### src/pkg/ptm_pkg.sv
package ptm_pkg;
    localparam int PTM_CW = 10;
    localparam int PTM_AW = 8;
    // byte addresses of the register words
    localparam logic [7:0] PTM_OFS_CTRL0 = 8'h00;
    localparam logic [7:0] PTM_OFS_CTRL1 = 8'h04;
    localparam logic [7:0] PTM_OFS_COUNT = 8'h08;
    localparam logic [7:0] PTM_OFS_DUTY = 8'h0c;
    localparam logic [7:0] PTM_OFS_PERIOD = 8'h10;
    localparam logic [7:0] PTM_OFS_FLAGS = 8'h14;
    // field positions
    localparam int PTM_POS_ON = 3;
    localparam int PTM_POS_DUTY_FLAG = 0;
    localparam int PTM_POS_PERIOD_FLAG = 1;
    // reset values
    localparam logic [7:0] PTM_RST_CTRL1 = 8'h00;
    localparam logic [9:0] PTM_RST_CMP = 10'h000;
    // mode select codes
    localparam logic [1:0] PTM_MODE_CMP = 2'h0;
    localparam logic [1:0] PTM_MODE_CAP = 2'h1;
    localparam logic [1:0] PTM_MODE_PWM = 2'h2;
    localparam logic [1:0] PTM_MODE_TMR = 2'h3;
    // output action codes
    localparam logic [1:0] PTM_IO_00 = 2'h0;
    localparam logic [1:0] PTM_IO_01 = 2'h1;
    localparam logic [1:0] PTM_IO_10 = 2'h2;
    localparam logic [1:0] PTM_IO_11 = 2'h3;
    localparam logic [1:0] PTM_RESP_OKAY = 2'h0;
    localparam logic [1:0] PTM_RESP_SLVERR = 2'h2;

    typedef struct packed {
        logic [1:0] mode_select;
        logic [1:0] output_action;
        logic initial_level_bit;
        logic polarity_invert_bit;
        logic capture_source_bit;
        logic clear_select_bit;
    } ptm_ctrl_t;
endpackage : ptm_pkg

### src/design/ptm_timer.sv
// Notes on behaviour
// ten-bit up-counter compared with duty, period
// counter zeroed on enable rise, held when off
// compare mode duty match applies output action
// pwm mode action: inactive, active, pwm, pulse
// capture mode action selects capture edge
// capture source: output pin or clock pin
// compare mode enable rise restores initial level
// software picks action level unlike initial level
// software changes action only while stopped
// initial bit: start level or active level
// polarity bit inverts pin, not timer mode
// clear select: duty match, else period/overflow
// overflow clear only with period zero
// clear select ignored in pwm, pulse, capture
// mode 00 compare, mode 11 timer
// software selects pwm with mode and action 10
// clear select one suppresses period flag
// software never sets compare duty zero
// only duty match changes compare-mode pin; the code also sets it to the initial level on enable rise
// timer mode like compare, pin undriven
// pwm period from period value, zero 1024
// duty at or above period gives full duty
// pwm raises duty and period flags
// pwm counting continues while pin forced
// pwm active below duty, then polarity
// flags set with the clearing or pin edge; pwm and pulse set the duty flag one clock before the pin edge
//
// Added by the designer: register access over AXI4-Lite and the placing of the registers.
`timescale 1ns/1ps
`default_nettype none
module ptm_timer
    import ptm_pkg::*;
(
    // clock and reset
    input wire logic clk_in,
    input wire logic arst_n_in,
    // axi4-lite write
    input wire logic s_axi_awvalid_in,
    output logic s_axi_awready_out,
    input wire logic [PTM_AW-1:0] s_axi_awaddr_in,
    input wire logic s_axi_wvalid_in,
    output logic s_axi_wready_out,
    input wire logic [31:0] s_axi_wdata_in,
    input wire logic [3:0] s_axi_wstrb_in,
    output logic s_axi_bvalid_out,
    input wire logic s_axi_bready_in,
    output logic [1:0] s_axi_bresp_out,
    // axi4-lite read
    input wire logic s_axi_arvalid_in,
    output logic s_axi_arready_out,
    input wire logic [PTM_AW-1:0] s_axi_araddr_in,
    output logic s_axi_rvalid_out,
    input wire logic s_axi_rready_in,
    output logic [31:0] s_axi_rdata_out,
    output logic [1:0] s_axi_rresp_out,
    // pins
    input wire logic timer_output_pin_in,
    output logic timer_output_pin_out,
    output logic timer_output_pin_oe_out,
    input wire logic timer_clock_pin_in,
    // status toward the rest of the timer
    output logic duty_match_flag_out,
    output logic period_match_flag_out,
    output logic counter_on_out
);
    function automatic logic addr_hit(input logic [PTM_AW-1:0] a, input logic [7:0] ofs);
        addr_hit = (a[PTM_AW-1:2] == ofs[PTM_AW-1:2]);
    endfunction : addr_hit

    function automatic logic [9:0] wr10(input logic [9:0] old, input logic [31:0] d,
                                        input logic [3:0] s);
        wr10 = {s[1] ? d[9:8] : old[9:8], s[0] ? d[7:0] : old[7:0]};
    endfunction : wr10

    logic [1:0] rst_sync_reg;
    logic rst_n;
    always_ff @(posedge clk_in or negedge arst_n_in) begin
        if (!arst_n_in) begin
            rst_sync_reg <= 2'h0;
        end else begin
            rst_sync_reg <= {rst_sync_reg[0], 1'b1};
        end
    end
    assign rst_n = rst_sync_reg[1];

    // registers
    ptm_ctrl_t ctrl_reg;
    logic on_reg;
    logic on_prev_reg;
    logic [9:0] count_reg;
    logic [9:0] duty_reg;
    logic [9:0] period_reg;
    logic dflag_reg;
    logic pflag_reg;
    logic lvl_reg;
    logic pin_out_reg;
    logic pin_oe_reg;

    // pins: a change counts once stages two and three agree
    logic [2:0] tp_sync_reg;
    logic [2:0] tck_sync_reg;
    logic tp_stable_reg;
    logic tck_stable_reg;
    always_ff @(posedge clk_in or negedge rst_n) begin
        if (!rst_n) begin
            tp_sync_reg <= 3'h0;
            tck_sync_reg <= 3'h0;
            tp_stable_reg <= 1'b0;
            tck_stable_reg <= 1'b0;
        end else begin
            tp_sync_reg <= {tp_sync_reg[1:0], timer_output_pin_in};
            tck_sync_reg <= {tck_sync_reg[1:0], timer_clock_pin_in};
            if (tp_sync_reg[1] == tp_sync_reg[2]) begin
                tp_stable_reg <= tp_sync_reg[2];
            end
            if (tck_sync_reg[1] == tck_sync_reg[2]) begin
                tck_stable_reg <= tck_sync_reg[2];
            end
        end
    end
    logic tp_new;
    logic tck_new;
    assign tp_new = (tp_sync_reg[1] == tp_sync_reg[2]) ? tp_sync_reg[2] : tp_stable_reg;
    assign tck_new = (tck_sync_reg[1] == tck_sync_reg[2]) ? tck_sync_reg[2] : tck_stable_reg;

    logic cap_in_old;
    logic cap_in_new;
    logic cap_rise;
    logic cap_fall;
    logic cap_event;
    logic tck_rise;
    assign cap_in_old = ctrl_reg.capture_source_bit ? tck_stable_reg : tp_stable_reg;
    assign cap_in_new = ctrl_reg.capture_source_bit ? tck_new : tp_new;
    assign cap_rise = cap_in_new & ~cap_in_old;
    assign cap_fall = ~cap_in_new & cap_in_old;
    assign tck_rise = tck_new & ~tck_stable_reg;

    // mode decode
    logic m_cmp;
    logic m_cmp_like;
    logic m_pwm;
    logic m_sp;
    logic m_cap;
    logic on_rise;
    logic run;
    logic dm;
    logic pm;
    logic clr;
    logic dset;
    logic pset;
    assign m_cmp = (ctrl_reg.mode_select == PTM_MODE_CMP);
    assign m_cmp_like = m_cmp | (ctrl_reg.mode_select == PTM_MODE_TMR);
    assign m_cap = (ctrl_reg.mode_select == PTM_MODE_CAP);
    assign m_pwm = (ctrl_reg.mode_select == PTM_MODE_PWM) &&
                   (ctrl_reg.output_action != PTM_IO_11);
    assign m_sp = (ctrl_reg.mode_select == PTM_MODE_PWM) &&
                  (ctrl_reg.output_action == PTM_IO_11);
    assign on_rise = on_reg & ~on_prev_reg;
    assign run = on_reg & ~on_rise;
    // match fires one count early; period zero
    // matches at 1023, the overflow clear
    assign dm = (count_reg == duty_reg - 10'h001);
    assign pm = (count_reg == period_reg - 10'h001);

    always_comb begin
        clr = 1'b0;
        if (m_cmp_like) begin
            clr = ctrl_reg.clear_select_bit ? dm : pm;
        end else if (m_pwm || m_cap) begin
            clr = pm;
        end
    end

    always_comb begin
        cap_event = 1'b0;
        if (m_cap && on_reg) begin
            case (ctrl_reg.output_action)
                PTM_IO_00: cap_event = cap_rise;
                PTM_IO_01: cap_event = cap_fall;
                PTM_IO_10: cap_event = cap_rise | cap_fall;
                default: cap_event = 1'b0;
            endcase
        end
    end

    assign dset = (run & dm & ~m_cap) | cap_event;
    assign pset = run & pm & ~m_sp & ~(m_cmp_like & ctrl_reg.clear_select_bit);

    // counter
    always_ff @(posedge clk_in or negedge rst_n) begin
        if (!rst_n) begin
            count_reg <= 10'h000;
            on_prev_reg <= 1'b0;
        end else begin
            on_prev_reg <= on_reg;
            if (on_rise) begin
                count_reg <= 10'h000;
            end else if (!on_reg || (m_sp && dm)) begin
                count_reg <= count_reg;
            end else if (clr) begin
                count_reg <= 10'h000;
            end else begin
                count_reg <= count_reg + 10'h001;
            end
        end
    end

    // output level before polarity
    logic lvl_next;
    logic act;
    logic [9:0] pwm_cnt;
    assign act = ctrl_reg.initial_level_bit;
    // an enable rise starts the period from zero, not from the held count
    assign pwm_cnt = on_rise ? 10'h000 : count_reg;
    always_comb begin
        lvl_next = lvl_reg;
        if (m_cmp) begin
            if (on_rise) begin
                lvl_next = act;
            end else if (run && dm) begin
                case (ctrl_reg.output_action)
                    PTM_IO_01: lvl_next = 1'b0;
                    PTM_IO_10: lvl_next = 1'b1;
                    PTM_IO_11: lvl_next = ~lvl_reg;
                    default: lvl_next = lvl_reg;
                endcase
            end
        end else if (ctrl_reg.mode_select == PTM_MODE_PWM) begin
            case (ctrl_reg.output_action)
                PTM_IO_00: lvl_next = ~act;
                PTM_IO_01: lvl_next = act;
                PTM_IO_10: lvl_next = (pwm_cnt < duty_reg) ? act : ~act;
                default: lvl_next = on_reg ? act : ~act;
            endcase
        end
    end

    always_ff @(posedge clk_in or negedge rst_n) begin
        if (!rst_n) begin
            lvl_reg <= 1'b0;
            pin_out_reg <= 1'b0;
            pin_oe_reg <= 1'b0;
        end else begin
            lvl_reg <= lvl_next;
            pin_out_reg <= lvl_next ^ ctrl_reg.polarity_invert_bit;
            pin_oe_reg <= m_cmp | (ctrl_reg.mode_select == PTM_MODE_PWM);
        end
    end

    // axi4-lite slave
    logic aw_held_reg;
    logic w_held_reg;
    logic [PTM_AW-1:0] awaddr_reg;
    logic [31:0] wdata_reg;
    logic [3:0] wstrb_reg;
    logic bvalid_reg;
    logic [1:0] bresp_reg;
    logic rvalid_reg;
    logic [31:0] rdata_reg;
    logic [1:0] rresp_reg;
    logic wr_go;
    logic [PTM_AW-1:0] wa;
    logic [31:0] wd;
    logic [3:0] ws;
    logic wr_known;
    assign s_axi_awready_out = ~aw_held_reg;
    assign s_axi_wready_out = ~w_held_reg;
    assign wa = aw_held_reg ? awaddr_reg : s_axi_awaddr_in;
    assign wd = w_held_reg ? wdata_reg : s_axi_wdata_in;
    assign ws = w_held_reg ? wstrb_reg : s_axi_wstrb_in;
    assign wr_go = ~bvalid_reg & (aw_held_reg | s_axi_awvalid_in) & (w_held_reg | s_axi_wvalid_in);
    assign wr_known = addr_hit(wa, PTM_OFS_CTRL0) | addr_hit(wa, PTM_OFS_CTRL1) |
                      addr_hit(wa, PTM_OFS_COUNT) | addr_hit(wa, PTM_OFS_DUTY) |
                      addr_hit(wa, PTM_OFS_PERIOD) | addr_hit(wa, PTM_OFS_FLAGS);

    always_ff @(posedge clk_in or negedge rst_n) begin
        if (!rst_n) begin
            aw_held_reg <= 1'b0;
            w_held_reg <= 1'b0;
            awaddr_reg <= '0;
            wdata_reg <= 32'h0000_0000;
            wstrb_reg <= 4'h0;
            bvalid_reg <= 1'b0;
            bresp_reg <= PTM_RESP_OKAY;
        end else begin
            if (wr_go) begin
                aw_held_reg <= 1'b0;
                w_held_reg <= 1'b0;
                bvalid_reg <= 1'b1;
                bresp_reg <= wr_known ? PTM_RESP_OKAY : PTM_RESP_SLVERR;
            end else begin
                if (s_axi_awvalid_in && !aw_held_reg) begin
                    aw_held_reg <= 1'b1;
                    awaddr_reg <= s_axi_awaddr_in;
                end
                if (s_axi_wvalid_in && !w_held_reg) begin
                    w_held_reg <= 1'b1;
                    wdata_reg <= s_axi_wdata_in;
                    wstrb_reg <= s_axi_wstrb_in;
                end
                if (bvalid_reg && s_axi_bready_in) begin
                    bvalid_reg <= 1'b0;
                end
            end
        end
    end

    // hardware events beat same-cycle writes
    always_ff @(posedge clk_in or negedge rst_n) begin
        if (!rst_n) begin
            ctrl_reg <= PTM_RST_CTRL1;
            on_reg <= 1'b0;
            duty_reg <= PTM_RST_CMP;
            period_reg <= PTM_RST_CMP;
        end else begin
            if (wr_go && ws[0] && addr_hit(wa, PTM_OFS_CTRL1)) begin
                ctrl_reg <= wd[7:0];
            end
            if (wr_go && addr_hit(wa, PTM_OFS_PERIOD)) begin
                period_reg <= wr10(period_reg, wd, ws);
            end
            if (cap_event) begin
                duty_reg <= count_reg;
            end else if (wr_go && addr_hit(wa, PTM_OFS_DUTY)) begin
                duty_reg <= wr10(duty_reg, wd, ws);
            end
            // the pulse ends on a duty match; the clock pin can start it
            if (m_sp && run && dm) begin
                on_reg <= 1'b0;
            end else if (m_sp && !on_reg && tck_rise) begin
                on_reg <= 1'b1;
            end else if (wr_go && ws[0] && addr_hit(wa, PTM_OFS_CTRL0)) begin
                on_reg <= wd[PTM_POS_ON];
            end
        end
    end

    // match flags: write one to clear, a same-cycle set wins
    always_ff @(posedge clk_in or negedge rst_n) begin
        if (!rst_n) begin
            dflag_reg <= 1'b0;
            pflag_reg <= 1'b0;
        end else begin
            if (dset) begin
                dflag_reg <= 1'b1;
            end else if (wr_go && ws[0] && addr_hit(wa, PTM_OFS_FLAGS) && wd[PTM_POS_DUTY_FLAG]) begin
                dflag_reg <= 1'b0;
            end
            if (pset) begin
                pflag_reg <= 1'b1;
            end else if (wr_go && ws[0] && addr_hit(wa, PTM_OFS_FLAGS) &&
                         wd[PTM_POS_PERIOD_FLAG]) begin
                pflag_reg <= 1'b0;
            end
        end
    end

    logic [31:0] rd_mux;
    logic rd_known;
    always_comb begin
        rd_mux = 32'h0000_0000;
        rd_known = 1'b1;
        if (addr_hit(s_axi_araddr_in, PTM_OFS_CTRL0)) begin
            rd_mux[PTM_POS_ON] = on_reg;
        end else if (addr_hit(s_axi_araddr_in, PTM_OFS_CTRL1)) begin
            rd_mux[7:0] = ctrl_reg;
        end else if (addr_hit(s_axi_araddr_in, PTM_OFS_COUNT)) begin
            rd_mux[9:0] = count_reg;
        end else if (addr_hit(s_axi_araddr_in, PTM_OFS_DUTY)) begin
            rd_mux[9:0] = duty_reg;
        end else if (addr_hit(s_axi_araddr_in, PTM_OFS_PERIOD)) begin
            rd_mux[9:0] = period_reg;
        end else if (addr_hit(s_axi_araddr_in, PTM_OFS_FLAGS)) begin
            rd_mux[PTM_POS_DUTY_FLAG] = dflag_reg;
            rd_mux[PTM_POS_PERIOD_FLAG] = pflag_reg;
        end else begin
            rd_known = 1'b0;
        end
    end

    assign s_axi_arready_out = ~rvalid_reg;
    always_ff @(posedge clk_in or negedge rst_n) begin
        if (!rst_n) begin
            rvalid_reg <= 1'b0;
            rdata_reg <= 32'h0000_0000;
            rresp_reg <= PTM_RESP_OKAY;
        end else if (s_axi_arvalid_in && !rvalid_reg) begin
            rvalid_reg <= 1'b1;
            rdata_reg <= rd_mux;
            rresp_reg <= rd_known ? PTM_RESP_OKAY : PTM_RESP_SLVERR;
        end else if (rvalid_reg && s_axi_rready_in) begin
            rvalid_reg <= 1'b0;
        end
    end

    assign s_axi_bvalid_out = bvalid_reg;
    assign s_axi_bresp_out = bresp_reg;
    assign s_axi_rvalid_out = rvalid_reg;
    assign s_axi_rdata_out = rdata_reg;
    assign s_axi_rresp_out = rresp_reg;
    assign timer_output_pin_out = pin_out_reg;
    assign timer_output_pin_oe_out = pin_oe_reg;
    assign duty_match_flag_out = dflag_reg;
    assign period_match_flag_out = pflag_reg;
    assign counter_on_out = on_reg;
endmodule : ptm_timer
`default_nettype wire

### config.mk
export PLATFORM = sky130hd
export DESIGN_NAME = ptm_timer
export DESIGN_NICKNAME = d
export VERILOG_FILES = /design/src/pkg/ptm_pkg.sv /design/src/design/ptm_timer.sv
export SDC_FILE = /design/constraint.sdc
export NUM_CORES = 1
export LEC_CHECK = 0
export BUFFER_PORTS_ARGS = -buffer_cell sky130_fd_sc_hd__buf_2
export CAP_MARGIN = 10
export CORE_MARGIN = 2
export CORE_UTILIZATION = 55
export DETAILED_ROUTE_END_ITERATION = 12
export GPL_ROUTABILITY_DRIVEN = 1
export GPL_TIMING_DRIVEN = 0
export PLACE_DENSITY_LB_ADDON = 0.25
export SLEW_MARGIN = 20
export SYNTH_ARGS = -nofsm -noshare
export SYNTH_HDL_FRONTEND = slang
export SYNTH_SLANG_ARGS = --single-unit
### constraint.sdc
create_clock -name clk_in -period 3.5 [get_ports clk_in]
set_input_delay 0.35 -clock clk_in [delete_from_list [all_inputs] [get_ports clk_in]]
set_output_delay 0.35 -clock clk_in [all_outputs]
set_load 0.005 [all_outputs]
# Word level (Yosys, flattened, before mapping)
# Index checks and enable logic that the tools add are counted.
totals:
  memories: 0
  latch_bits: 0
  out_inout_bits: 46
  ramBits: 0
  elab_cells: 208
  ff_bits: 93
  mem_bits_ro: 0
op_classes:
  n_reduce_logical: 48
  addsub: 3
  bitwise_logic: 40
  muxes: 61
  shift: 0
  n_div: 0
  mul: 0
  n_lt_le_gt_ge: 1
  n_eq_ne: 22
ops:
  columns: ["cell", "count"]
  rows:
  - ["$mux 10", 9]
  - ["$mux 1", 36]
  - ["$mux 8", 4]
  - ["$eq 6x2->1 const B", 4]
  - ["$eq 6x3->1 const B", 4]
  - ["$logic_and 1x1->1", 22]
  - ["$eq 10x10->1", 2]
  - ["$sub 10x1->10 const B", 2]
  - ["$reduce_bool 2->1", 9]
  - ["$not 1->1", 15]
  - ["$mux 2", 7]
  - ["$and 1x1->1", 13]
  - ["$eq 6x1->1 const B", 2]
  - ["$logic_not 6->1", 2]
  - ["$reduce_and 2->1", 6]
  - ["$or 1x1->1", 11]
  - ["$add 10x1->10 const B", 1]
  - ["$lt 10x10->1", 1]
  - ["$pmux 1 s3", 3]
  - ["$eq 2x2->1 const B", 4]
  - ["$mux 6", 1]
  - ["$eq 2x1->1 const B", 2]
  - ["$logic_not 1->1", 4]
  - ["$logic_not 2->1", 2]
  - ["other kinds (6)", 9]

# Longest topological paths before layout
# Gate-level depths: netlist of run 1.
depth:
  depth_word: 10
  mapped_depth: 12
  mapped_depth_nobuf: 11

# Worst setup path after synthesis of run 1
# No wires, ideal clock.
synth_timing:
  path_type: "register to register"
  from: "register period_reg[0]"
  to: "register count_reg[4]"
  period_less_slack_ps: 2853
  path_stages_with_launch: 12
  t_required_ps: 3357
  n_path_buf: 1
  slack_ps: 647
  arrival_ps: 2710
  path_cell_list: "dfrtp_1 -> clkbuf_1 -> inv_1 -> ha_1 -> nor2b_1 -> or3_1 -> a31oi_1 -> nand4_1 -> or4b_2 -> a31o_1 -> nand4_4 -> o311ai_2"
synth_between:
  elab_chain_len: 7
  elab_cells_between_ends: 8
  classes_between: "add/sub (1); eq/ne (1); mux (6)"
synth_lines:
  columns: ["item", "line", "text"]
  rows:
  - ["start: declaration", "ptm_timer.sv:93", "logic [9:0] period_reg;"]
  - ["start signal: assignment", "ptm_timer.sv:321", "period_reg <= wr10(period_reg, wd, ws);"]
  - ["$sub 10x1->10 *", "ptm_timer.sv:164", "assign pm = (count_reg == period_reg - 10'h001);"]
  - ["$eq 10x10->1 *", "ptm_timer.sv:164", null]
  - ["$mux 1, on equally long branches", "ptm_timer.sv:170, ptm_timer.sv:169", null]
  - ["$mux 1 *", "ptm_timer.sv:168", "if (m_cmp_like) begin"]
  - ["$mux 10 *", "ptm_timer.sv:201", "end else if (clr) begin"]
  - ["$mux 10 *", "ptm_timer.sv:199", "end else if (!on_reg || (m_sp && dm)) begin"]
  - ["$mux 10 *", "ptm_timer.sv:197", "if (on_rise) begin"]
  - ["end signal: assignment", "ptm_timer.sv:200", "count_reg <= count_reg;"]
  - ["end signal: assignment", "ptm_timer.sv:204", "count_reg <= count_reg + 10'h001;"]
  - ["end: declaration", "ptm_timer.sv:91", "logic [9:0] count_reg;"]
# Mark *: on every way between the ends. The rest lies on a longest branch, timed or not. The select of a mux whose other input is x is not followed.
# A chain may end at the register's enable or synchronous reset.

# Final worst setup path of run 1
layout_timing:
  from: "register period_reg[0]"
  to: "register count_reg[7]"
# Same word-level chain as after synthesis.

==> impl_metrics.py, run 1 <==
metrics = {
    "finish": {
        "final_common_cell": "dfrtp_1",
        "layout.nets": 775,
        "final_cell_mix": "88 x dfrtp_1, 66 x nand2_1, 55 x buf_2",
        "diodes": 0,
        "num-fill-cells": 870,
        "design_area_um2": 6310,
        "syn_to_final_growth_pct": 13.5,
        "multi_input_area_um2": 2990,
        "regArea_um2": 2230,
        "drive_gt1_share_pct": 21.1,
    },
    "clock_network": {
        "insertion_delay_ns": 0.37,
        "clock-root-buffer": "clkbuf_8",
        "post_cts_resize_count": 0,
        "clock_path_buffers": 2,
        "htreeDepth": 3,
        "cts-buffers-inserted": 9,
        "cts_tree": "built",
        "clk_pin_slew_ns": 0.10,
        "cts.sinks": 89,
    },
    "timing": {
        "fmax_mhz": 310,
        "fin_worst_skew_ns": 0.0210,
        "fin_crit_ns": 3.23,
        "fin_ws_ns": 0.274,
        "fin_crit_sh_pct": 92.2,
        "max_slew_margin_pct": 24.1,
        "hold_viol_final": 0,
        "drv_slew": 0,
        "holdWs_ns": 0.0849,
        "worst_pin_slew_ns": 1.14,
        "setup_viol": 0,
        "rsz0062_at_grt": "no",
    },
    "floorplan": {
        "ioPinCount": 107,
        "die_h_um": 105,
        "initial_utilization_pct": 56.8,
        "die_area_um2": 10900,
        "rows": 36,
        "fp.coreArea_um2": 9770,
        "chipWidth_um": 105,
    },
    "synthesis": {
        "ys_ff_latch": 89,
        "seq_area_frac_synth_pct": 40.1,
        "synthesis.area_um2": 5560,
        "synth_ff_type": "dfrtp_1",
        "yosys_warnings": 0,
        "syn-instance-count": 609,
        "synth_area_per_cell_um2": 9.12,
        "yosysUniqueCellTypes": 67,
        "synth_edf_count": 0,
        "synthArstFlopShare_pct": 100,
    },
    "global_route": {
        "gr-total-overflow": 0,
        "grt_max_degree": 45,
        "grt_pass1_vias": 4815,
        "grt.total_usage_pct": 28.4,
        "grt_first_pass_wirelength_um": 24600,
        "antenna_found_initial": 0,
    },
    "outcome": {
        "status": "complete, no violations",
    },
    "route": {
        "dr_total_vias": 4913,
        "final_antenna_net_count": 0,
        "first_pass_iters": 5,
        "drc": 0,
        "vias_per_cell": 5.88,
        "routedWlPerCell_um": 17.7,
        "initialDrtViolationCount": 321,
        "wl_um": 14800,
    },
    "critical_path": {
        "cp.required_ns": 3.73,
        "crit_chain": "inv_1 > ha_1 > nor2b_1 > or3_1 > a31oi_1 > nand4_1 > or4b_2 > a31o_1 > nand4_4 > o311ai_2",
        "crit_type": "reg2reg",
        "cp-end-kind": "flip-flop",
        "crit_fanout": 8,
        "max_stage_delay_ns": 0.68,
        "startpoint_type": "flip-flop",
        "path_delay_family": "simple AND/OR/NAND/NOR gates",
        "slowest_stage": "or4b_2",
        "critPathArrivalTime_ns": 3.45,
        "critPathBufInv": 1,
    },
    "pwr": {
        "p_leak_nw": 2.76,
        "peakVddDrop_mv": 0.401,
        "p_per_area_nw_per_um2": 588,
    },
    "run": {
        "maxCapViolCount": 0,
    },
    "placement": {
        "port_buffers": 52,
        "dp.final_hpwl_um": 11000,
        "place_ws_ns": 0.198,
        "place_area_um2": 6090,
        "gp_congestion": 0.964,
    },
    "hold_path": {
        "hp-class": "in2reg",
    },
}
==> report_power, final <==
part,switching (W),internal (W)
Sequential,0.000273,0.00130
Clock,0.000429,0.000278
Combinational,0.000802,0.000625
==> worst paths after layout <==
kind / start / endpoint / slack (ns) / depth (start not counted)
setup / recovery: period_reg[0] / count_reg[7] / 0.27 / 10
hold / removal: timer_output_pin_in / tp_sync_reg[0] / 0.08 / 1
setup reg to reg: period_reg[0] / count_reg[7] / 0.27 / 10
hold reg to reg: rst_sync_reg[1] / wdata_reg[7] / 0.35 / 0
max in group asynchronous: rst_sync_reg[1] / count_reg[2] / 2.48 / 1
min in group asynchronous: arst_n_in / rst_sync_reg[1] / 0.28 / 2
==> Yosys cell counts (all sizes together) (10+ instances only) <==
| cell | count | share of area [%] |
|---|---|---|
| nor3 | 13 | 1.4 |
| mux2i | 15 | 2.7 |
| ha | 17 | 3.8 |
| xnor2 | 15 | 2.4 |
| buf | 29 | 3.6 |
| dfrtp | 89 | 40 |
| nand2 | 66 | 4.5 |
| inv | 29 | 2.0 |
| nor2 | 28 | 1.9 |
| nor4 | 10 | 1.1 |
| mux2 | 25 | 5.1 |
| and2 | 11 | 1.2 |
| o21ai | 54 | 4.9 |
| clkbuf | 33 | 2.2 |
| a21oi | 29 | 2.7 |
| nand3 | 20 | 1.8 |
==> worst register-to-register path, cell delays in order, from the launching register on <==
cell and delay [ns]:
dfrtp_1 0.49, inv_1 0.07, ha_1 0.28, nor2b_1 0.20
or3_1 0.32, a31oi_1 0.18, nand4_1 0.28, or4b_2 0.68
a31o_1 0.27, nand4_4 0.18, o311ai_2 0.14
==> metal layers <==
metal / part of all wire, % / vias up / track usage [%]
met1: 40 / 2373 / 38.3
met4: 2.1 / 0 / 10.0
li1: - / 2296 / -
met5: 0 / - / 0
met2: 49 / 214 / 46.6
met3: 8.7 / 30 / 4.20
==> final cells by class <==
class                   count  share of cell area (%)
plain buffers              61                    5.12
clock buffers               9                    1.96
clock inverters             7                    1.13
inverters                  29                    1.73
multi-input cells         452                    47.3
flip-flops and latches     89                    35.4
well taps                 133                    2.64
repair buffers             55                    4.72
==> what timing repair did <==
item,in CTS,in global routing
setup endpoints to repair,0,5
hold buffers,1,0
hold endpoints to repair,2,0
setup buffers,0,1
==> stage by stage <==
step	power (W)	setup TNS, ns	util, %	std cells
finish	0.00371	0	64.5	835
global route	0.00394	0	64.5	835
CTS	0.00370	0	64.4	835
detailed placement	0.00300	0	62.3	818
global placement	0.00293	-7.06	62.1	817
floorplan	0.00252	0	-	632
==> cell families after synthesis <==
logic type,Yosys count,share of synthesized area (%)
adder cells (fa/ha/maj),19,4.19
buffers and inverters,91,7.84
other,2,0.135
AND/OR/NAND/NOR,200,18.8
flip-flops,89,40.1
XOR/XNOR,22,3.47
AO/OA/AOI/OAI,146,17.7
multiplexers,40,7.77
Note: power is estimated with default switching activity, not from simulation.
==> run 2, diff against run 1 <==
--- a/config.mk
+++ b/config.mk
@@ -7,8 +7,7 @@
 export LEC_CHECK = 0
 export BUFFER_PORTS_ARGS = -buffer_cell sky130_fd_sc_hd__buf_2
 export CAP_MARGIN = 10
-export CORE_MARGIN = 2
-export CORE_UTILIZATION = 55
+export CORE_UTILIZATION = 56
 export DETAILED_ROUTE_END_ITERATION = 12
 export GPL_ROUTABILITY_DRIVEN = 1
 export GPL_TIMING_DRIVEN = 0
==> impl_metrics.py, run 2 (same netlist as run 1, synthesis figures left out) <==
metrics = {
    "critical_path": {
        "cp.required_ns": 3.72,
        "startpoint_type": "flip-flop",
        "crit_chain": "inv_1 > ha_1 > nor2b_1 > or3_1 > a31oi_1 > nand4_1 > or4b_2 > a31o_1 > nand4_4 > o311ai_2",
        "cp-end-kind": "flip-flop",
        "path_delay_family": "simple AND/OR/NAND/NOR gates",
        "crit_type": "reg2reg",
        "critPathArrivalTime_ns": 3.43,
        "slowest_stage": "or4b_2",
        "max_stage_delay_ns": 0.68,
        "crit_start": "period_reg[0]",
        "r2r_start": "period_reg[0]",
        "crit_fanout": 8,
        "critPathBufInv": 1,
    },
    "outcome": {
        "status": "complete, no violations",
    },
    "hold_path": {
        "min_from": "timer_output_pin_in",
        "hp-class": "in2reg",
    },
    "floorplan": {
        "ioPinCount": 107,
        "fp.coreArea_um2": 9420,
        "die_area_um2": 10300,
        "chipWidth_um": 102,
        "die_h_um": 102,
        "rows": 35,
        "initial_utilization_pct": 59.0,
    },
    "route": {
        "vias_per_cell": 5.88,
        "initialDrtViolationCount": 349,
        "routedWlPerCell_um": 17.4,
        "final_antenna_net_count": 0,
        "wl_um": 14400,
        "first_pass_iters": 5,
        "drc": 0,
        "dr_total_vias": 4880,
    },
    "timing": {
        "drv_slew": 0,
        "fin_crit_sh_pct": 91.6,
        "holdWs_ns": 0.0914,
        "fmax_mhz": 312,
        "worst_pin_slew_ns": 0.976,
        "max_slew_margin_pct": 34.3,
        "rsz0062_at_grt": "no",
        "fin_worst_skew_ns": 0.0144,
        "hold_viol_final": 0,
        "fin_crit_ns": 3.21,
        "setup_viol": 0,
    },
    "finish": {
        "diodes": 0,
        "final_common_cell": "dfrtp_1",
        "design_area_um2": 6310,
        "syn_to_final_growth_pct": 13.5,
        "drive_gt1_share_pct": 21.1,
        "final_cell_mix": "88 x dfrtp_1, 66 x nand2_1, 55 x buf_2",
        "layout.nets": 774,
        "final_util_pct": 67.0,
    },
    "global_route": {
        "grt_pass1_vias": 4663,
        "grt_first_pass_wirelength_um": 23000,
        "grt.total_usage_pct": 29.2,
        "gr-total-overflow": 0,
        "grt_max_degree": 53,
        "antenna_found_initial": 0,
    },
    "pwr": {
        "peakVddDrop_mv": 0.459,
        "p_per_area_nw_per_um2": 585,
        "p_leak_nw": 2.77,
    },
    "placement": {
        "place_area_um2": 6100,
        "port_buffers": 52,
        "gp_congestion": 0.928,
        "dp.final_hpwl_um": 10900,
    },
    "clock_network": {
        "cts_tree": "built",
        "post_cts_resize_count": 0,
        "clk_pin_slew_ns": 0.10,
        "cts-buffers-inserted": 9,
        "htreeDepth": 3,
        "clock_path_buffers": 2,
        "insertion_delay_ns": 0.36,
        "clock-root-buffer": "clkbuf_8",
        "cts.sinks": 89,
    },
    "run": {
        "maxCapViolCount": 0,
    },
}
## run 2: changes by cell type in the layout (fill, tap and decap cells not counted)
cell / previous run / this run
buf_12: 1 / 0
buf_16: 0 / 1
buf_4: 25 / 24
clkinv_4: 1 / 2
clkinvlp_4: 2 / 1
inv_6: 1 / 2
inv_8: 2 / 1
nor3b_1: 3 / 2
nor3b_2: 2 / 3
## run 2: worst register-to-register path, stage by stage (launching register included)
cell      delay (ns)
dfrtp_1         0.50
inv_1           0.08
ha_1            0.27
nor2b_1         0.19
or3_1           0.32
a31oi_1         0.18
nand4_1         0.26
or4b_2          0.68
a31o_1          0.27
nand4_4         0.18
o311ai_2        0.13
## run 2: stage by stage
step / TNS, ns / std cells / total power (W) / setup WS (ns)
4_1_cts: 0 / 831 / 0.00368 / 0.184
3_5_place_dp: 0 / 814 / 0.00299 / 0.215
3_3_place_gp: -5.59 / 813 / 0.00291 / -0.0692
2_1_floorplan: 0 / 632 / 0.00252 / 0.647
5_1_grt: 0 / 830 / 0.00391 / 0.114
6_report: 0 / 830 / 0.00369 / 0.292
## run 2: worst paths after layout
kind	slack, ns	depth (start not counted)	endpoint
setup reg to reg	0.29	10	count_reg[8]
hold reg to reg	0.30	0	wdata_reg[1]
max in group asynchronous	2.58	1	duty_reg[1]
setup / recovery	0.29	10	count_reg[8]
hold / removal	0.09	1	tp_sync_reg[0]
min in group asynchronous	0.29	2	rst_sync_reg[1]
## run 2: power by group
group          internal (W)  switching, W  leakage (nW)
Sequential          0.00130      0.000272          1.09
Clock              0.000277      0.000418        0.0951
Combinational      0.000627      0.000796          1.58
Total               0.00221       0.00149          2.77
## run 2: routing by layer
layer	up-vias	GRT usage, %	share of wire [%]
met5	-	0	0
met4	0	10.4	2.6
met3	38	5.38	8.3
met2	235	48.1	48
met1	2312	38.6	41
li1	2295	-	-
## run 2: cell type report
class | instances | area [µm²]
Fill cell | 781 | 3110
Multi-Input combinational cell | 452 | 2990
Sequential cell | 89 | 2230
Buffer | 61 | 323
Timing Repair Buffer | 54 | 298
Tap cell | 129 | 161
Clock buffer | 9 | 124
Inverter | 29 | 109
Clock inverter | 7 | 70.1
## run 2: repair_timing
item / in CTS / in global routing
setup endpoints to repair: 0 / 7
hold buffers: 1 / 0
setup buffers: 0 / 0
endpoints found under the hold margin: 2 / 0
==> run 3, diff against run 2 <==
--- a/config.mk
+++ b/config.mk
@@ -7,11 +7,13 @@
 export LEC_CHECK = 0
 export BUFFER_PORTS_ARGS = -buffer_cell sky130_fd_sc_hd__buf_2
 export CAP_MARGIN = 10
-export CORE_UTILIZATION = 56
+export CORE_UTILIZATION = 58
+export CTS_BUF_LIST = sky130_fd_sc_hd__clkbuf_4 sky130_fd_sc_hd__clkbuf_8
 export DETAILED_ROUTE_END_ITERATION = 12
 export GPL_ROUTABILITY_DRIVEN = 1
-export GPL_TIMING_DRIVEN = 0
+export GPL_TIMING_DRIVEN = 1
 export PLACE_DENSITY_LB_ADDON = 0.25
+export SETUP_SLACK_MARGIN = 0.15
 export SLEW_MARGIN = 20
 export SYNTH_ARGS = -nofsm -noshare
 export SYNTH_HDL_FRONTEND = slang
==> impl_metrics.py, run 3 (same netlist as run 1, synthesis figures left out) <==
metrics = {
    "outcome": {
        "status": "complete, no violations",
    },
    "timing": {
        "worst_pin_slew_ns": 0.913,
        "fin_crit_sh_pct": 89.6,
        "drv_slew": 0,
        "fin_worst_skew_ns": 0.0212,
        "max_slew_margin_pct": 38.6,
        "setup_viol": 0,
        "tns_ns": 0,
        "fmax_mhz": 319,
        "rsz0062_at_grt": "no",
        "hold_viol_final": 0,
        "fin_crit_ns": 3.14,
    },
    "clock_network": {
        "post-cts-setup-buffers": 0,
        "cts.sinks": 89,
        "htreeDepth": 3,
        "clk_pin_slew_ns": 0.11,
        "insertion_delay_ns": 0.37,
        "clock-root-buffer": "clkbuf_8",
        "cts-buffers-inserted": 9,
        "cts_tree": "built",
        "clock_path_buffers": 2,
    },
    "global_route": {
        "grt_max_degree": 66,
        "gr-total-overflow": 0,
        "antenna_found_initial": 0,
        "grt.total_usage_pct": 29.2,
        "grt_first_pass_wirelength_um": 22200,
        "grt_pass1_vias": 4418,
    },
    "floorplan": {
        "ioPinCount": 107,
        "die_h_um": 99.9,
        "initial_utilization_pct": 60.1,
        "die_area_um2": 9980,
        "chipWidth_um": 99.9,
        "fp.coreArea_um2": 9240,
        "rows": 35,
    },
    "route": {
        "first_pass_iters": 5,
        "initialDrtViolationCount": 317,
        "drc": 0,
        "vias_per_cell": 5.99,
        "final_antenna_net_count": 0,
        "dr_total_vias": 4693,
        "wl_um": 13900,
        "routedWlPerCell_um": 17.7,
    },
    "critical_path": {
        "startpoint_type": "flip-flop",
        "critPathArrivalTime_ns": 3.37,
        "max_stage_delay_ns": 0.67,
        "cp-end-kind": "flip-flop",
        "crit_type": "reg2reg",
        "slowest_stage": "or4b_2",
        "crit_chain": "inv_1 > ha_1 > nor2b_1 > or3_1 > a31oi_1 > nand4_1 > or4b_2 > a31o_1 > nand4_4 > o311ai_2",
        "critPathBufInv": 1,
        "crit_fanout": 8,
        "cp.required_ns": 3.73,
        "regToRegSetupSlack_ns": 0.36,
        "path_delay_family": "simple AND/OR/NAND/NOR gates",
    },
    "finish": {
        "syn_to_final_growth_pct": 9.16,
        "final_cell_mix": "87 x dfrtp_1, 66 x nand2_1, 54 x buf_2",
        "layout.nets": 728,
        "diodes": 0,
        "final_util_pct": 65.6,
        "num-fill-cells": 758,
        "drive_gt1_share_pct": 20.8,
        "final_common_cell": "dfrtp_1",
    },
    "pwr": {
        "p_per_area_nw_per_um2": 602,
        "total_power_w": 0.00365,
        "peakVddDrop_mv": 0.426,
        "p_leak_nw": 2.65,
    },
    "placement": {
        "gp_congestion": 0.943,
        "dp.final_hpwl_um": 10200,
        "port_buffers": 54,
    },
    "run": {
        "maxCapViolCount": 0,
    },
    "hold_path": {
        "hp-class": "in2reg",
    },
}
run 3: cell count changes in the layout (fill, tap and decap cells not counted), sizes merged:
cell,change
clkbuf,-32
clkinvlp,+1
buf,-14
clkinv,-2
inv,+1
run 3: cell type report:
cell class | instances | area (µm²) | area share [%]
clock inverters | 7 | 68.8 | 1.13
repair buffers | 69 | 385 | 6.35
well taps | 129 | 161 | 2.66
flip-flops and latches | 89 | 2230 | 36.8
clock buffers | 9 | 124 | 2.04
inverters | 29 | 109 | 1.79
multi-input cells | 452 | 2990 | 49.2
run 3: power by group:
part           total [W]  internal, W  switching, W
clock           0.000700     0.000277      0.000424
combinational    0.00132     0.000606      0.000713
sequential       0.00163      0.00130      0.000331
run 3: worst paths after layout:
kind,start,to,cells past startpoint
worst min register to register,tp_sync_reg[0],tp_sync_reg[1],0
worst min-delay path,timer_clock_pin_in,tck_sync_reg[0],1
worst max register to register,period_reg[0],count_reg[4],10
worst max-delay path,period_reg[0],count_reg[4],10
max in group asynchronous,rst_sync_reg[1],awaddr_reg[5],1
min in group asynchronous,arst_n_in,rst_sync_reg[1],2
run 3: per-layer routing:
metal / global-route usage (%) / vias up / wire length [µm]
li1: - / 2205 / -
met1: 38.5 / 2291 / 5970
met4: 14.6 / 0 / 464
met3: 5.22 / 35 / 813
met5: 0 / - / 0
met2: 46.4 / 162 / 6640
run 3: through the flow:
step,setup slack [ns],hold slack (ns),cells,instance area [µm²]
3_5_place_dp,0.367,0.138,767,5860
2_1_floorplan,0.647,0.0544,632,5640
5_1_grt,0.228,0.0732,784,6070
4_1_cts,0.346,0.0718,784,6060
6_report,0.365,0.0835,784,6070
3_3_place_gp,0.457,0.135,767,5860
run 3: repair_timing:
action | 4_1_cts | 5_1_grt
endpoints found under the hold margin | 2 | 0
gates resized for setup | 0 | 1
hold buffers | 1 | 0
setup endpoints to repair | 0 | 1
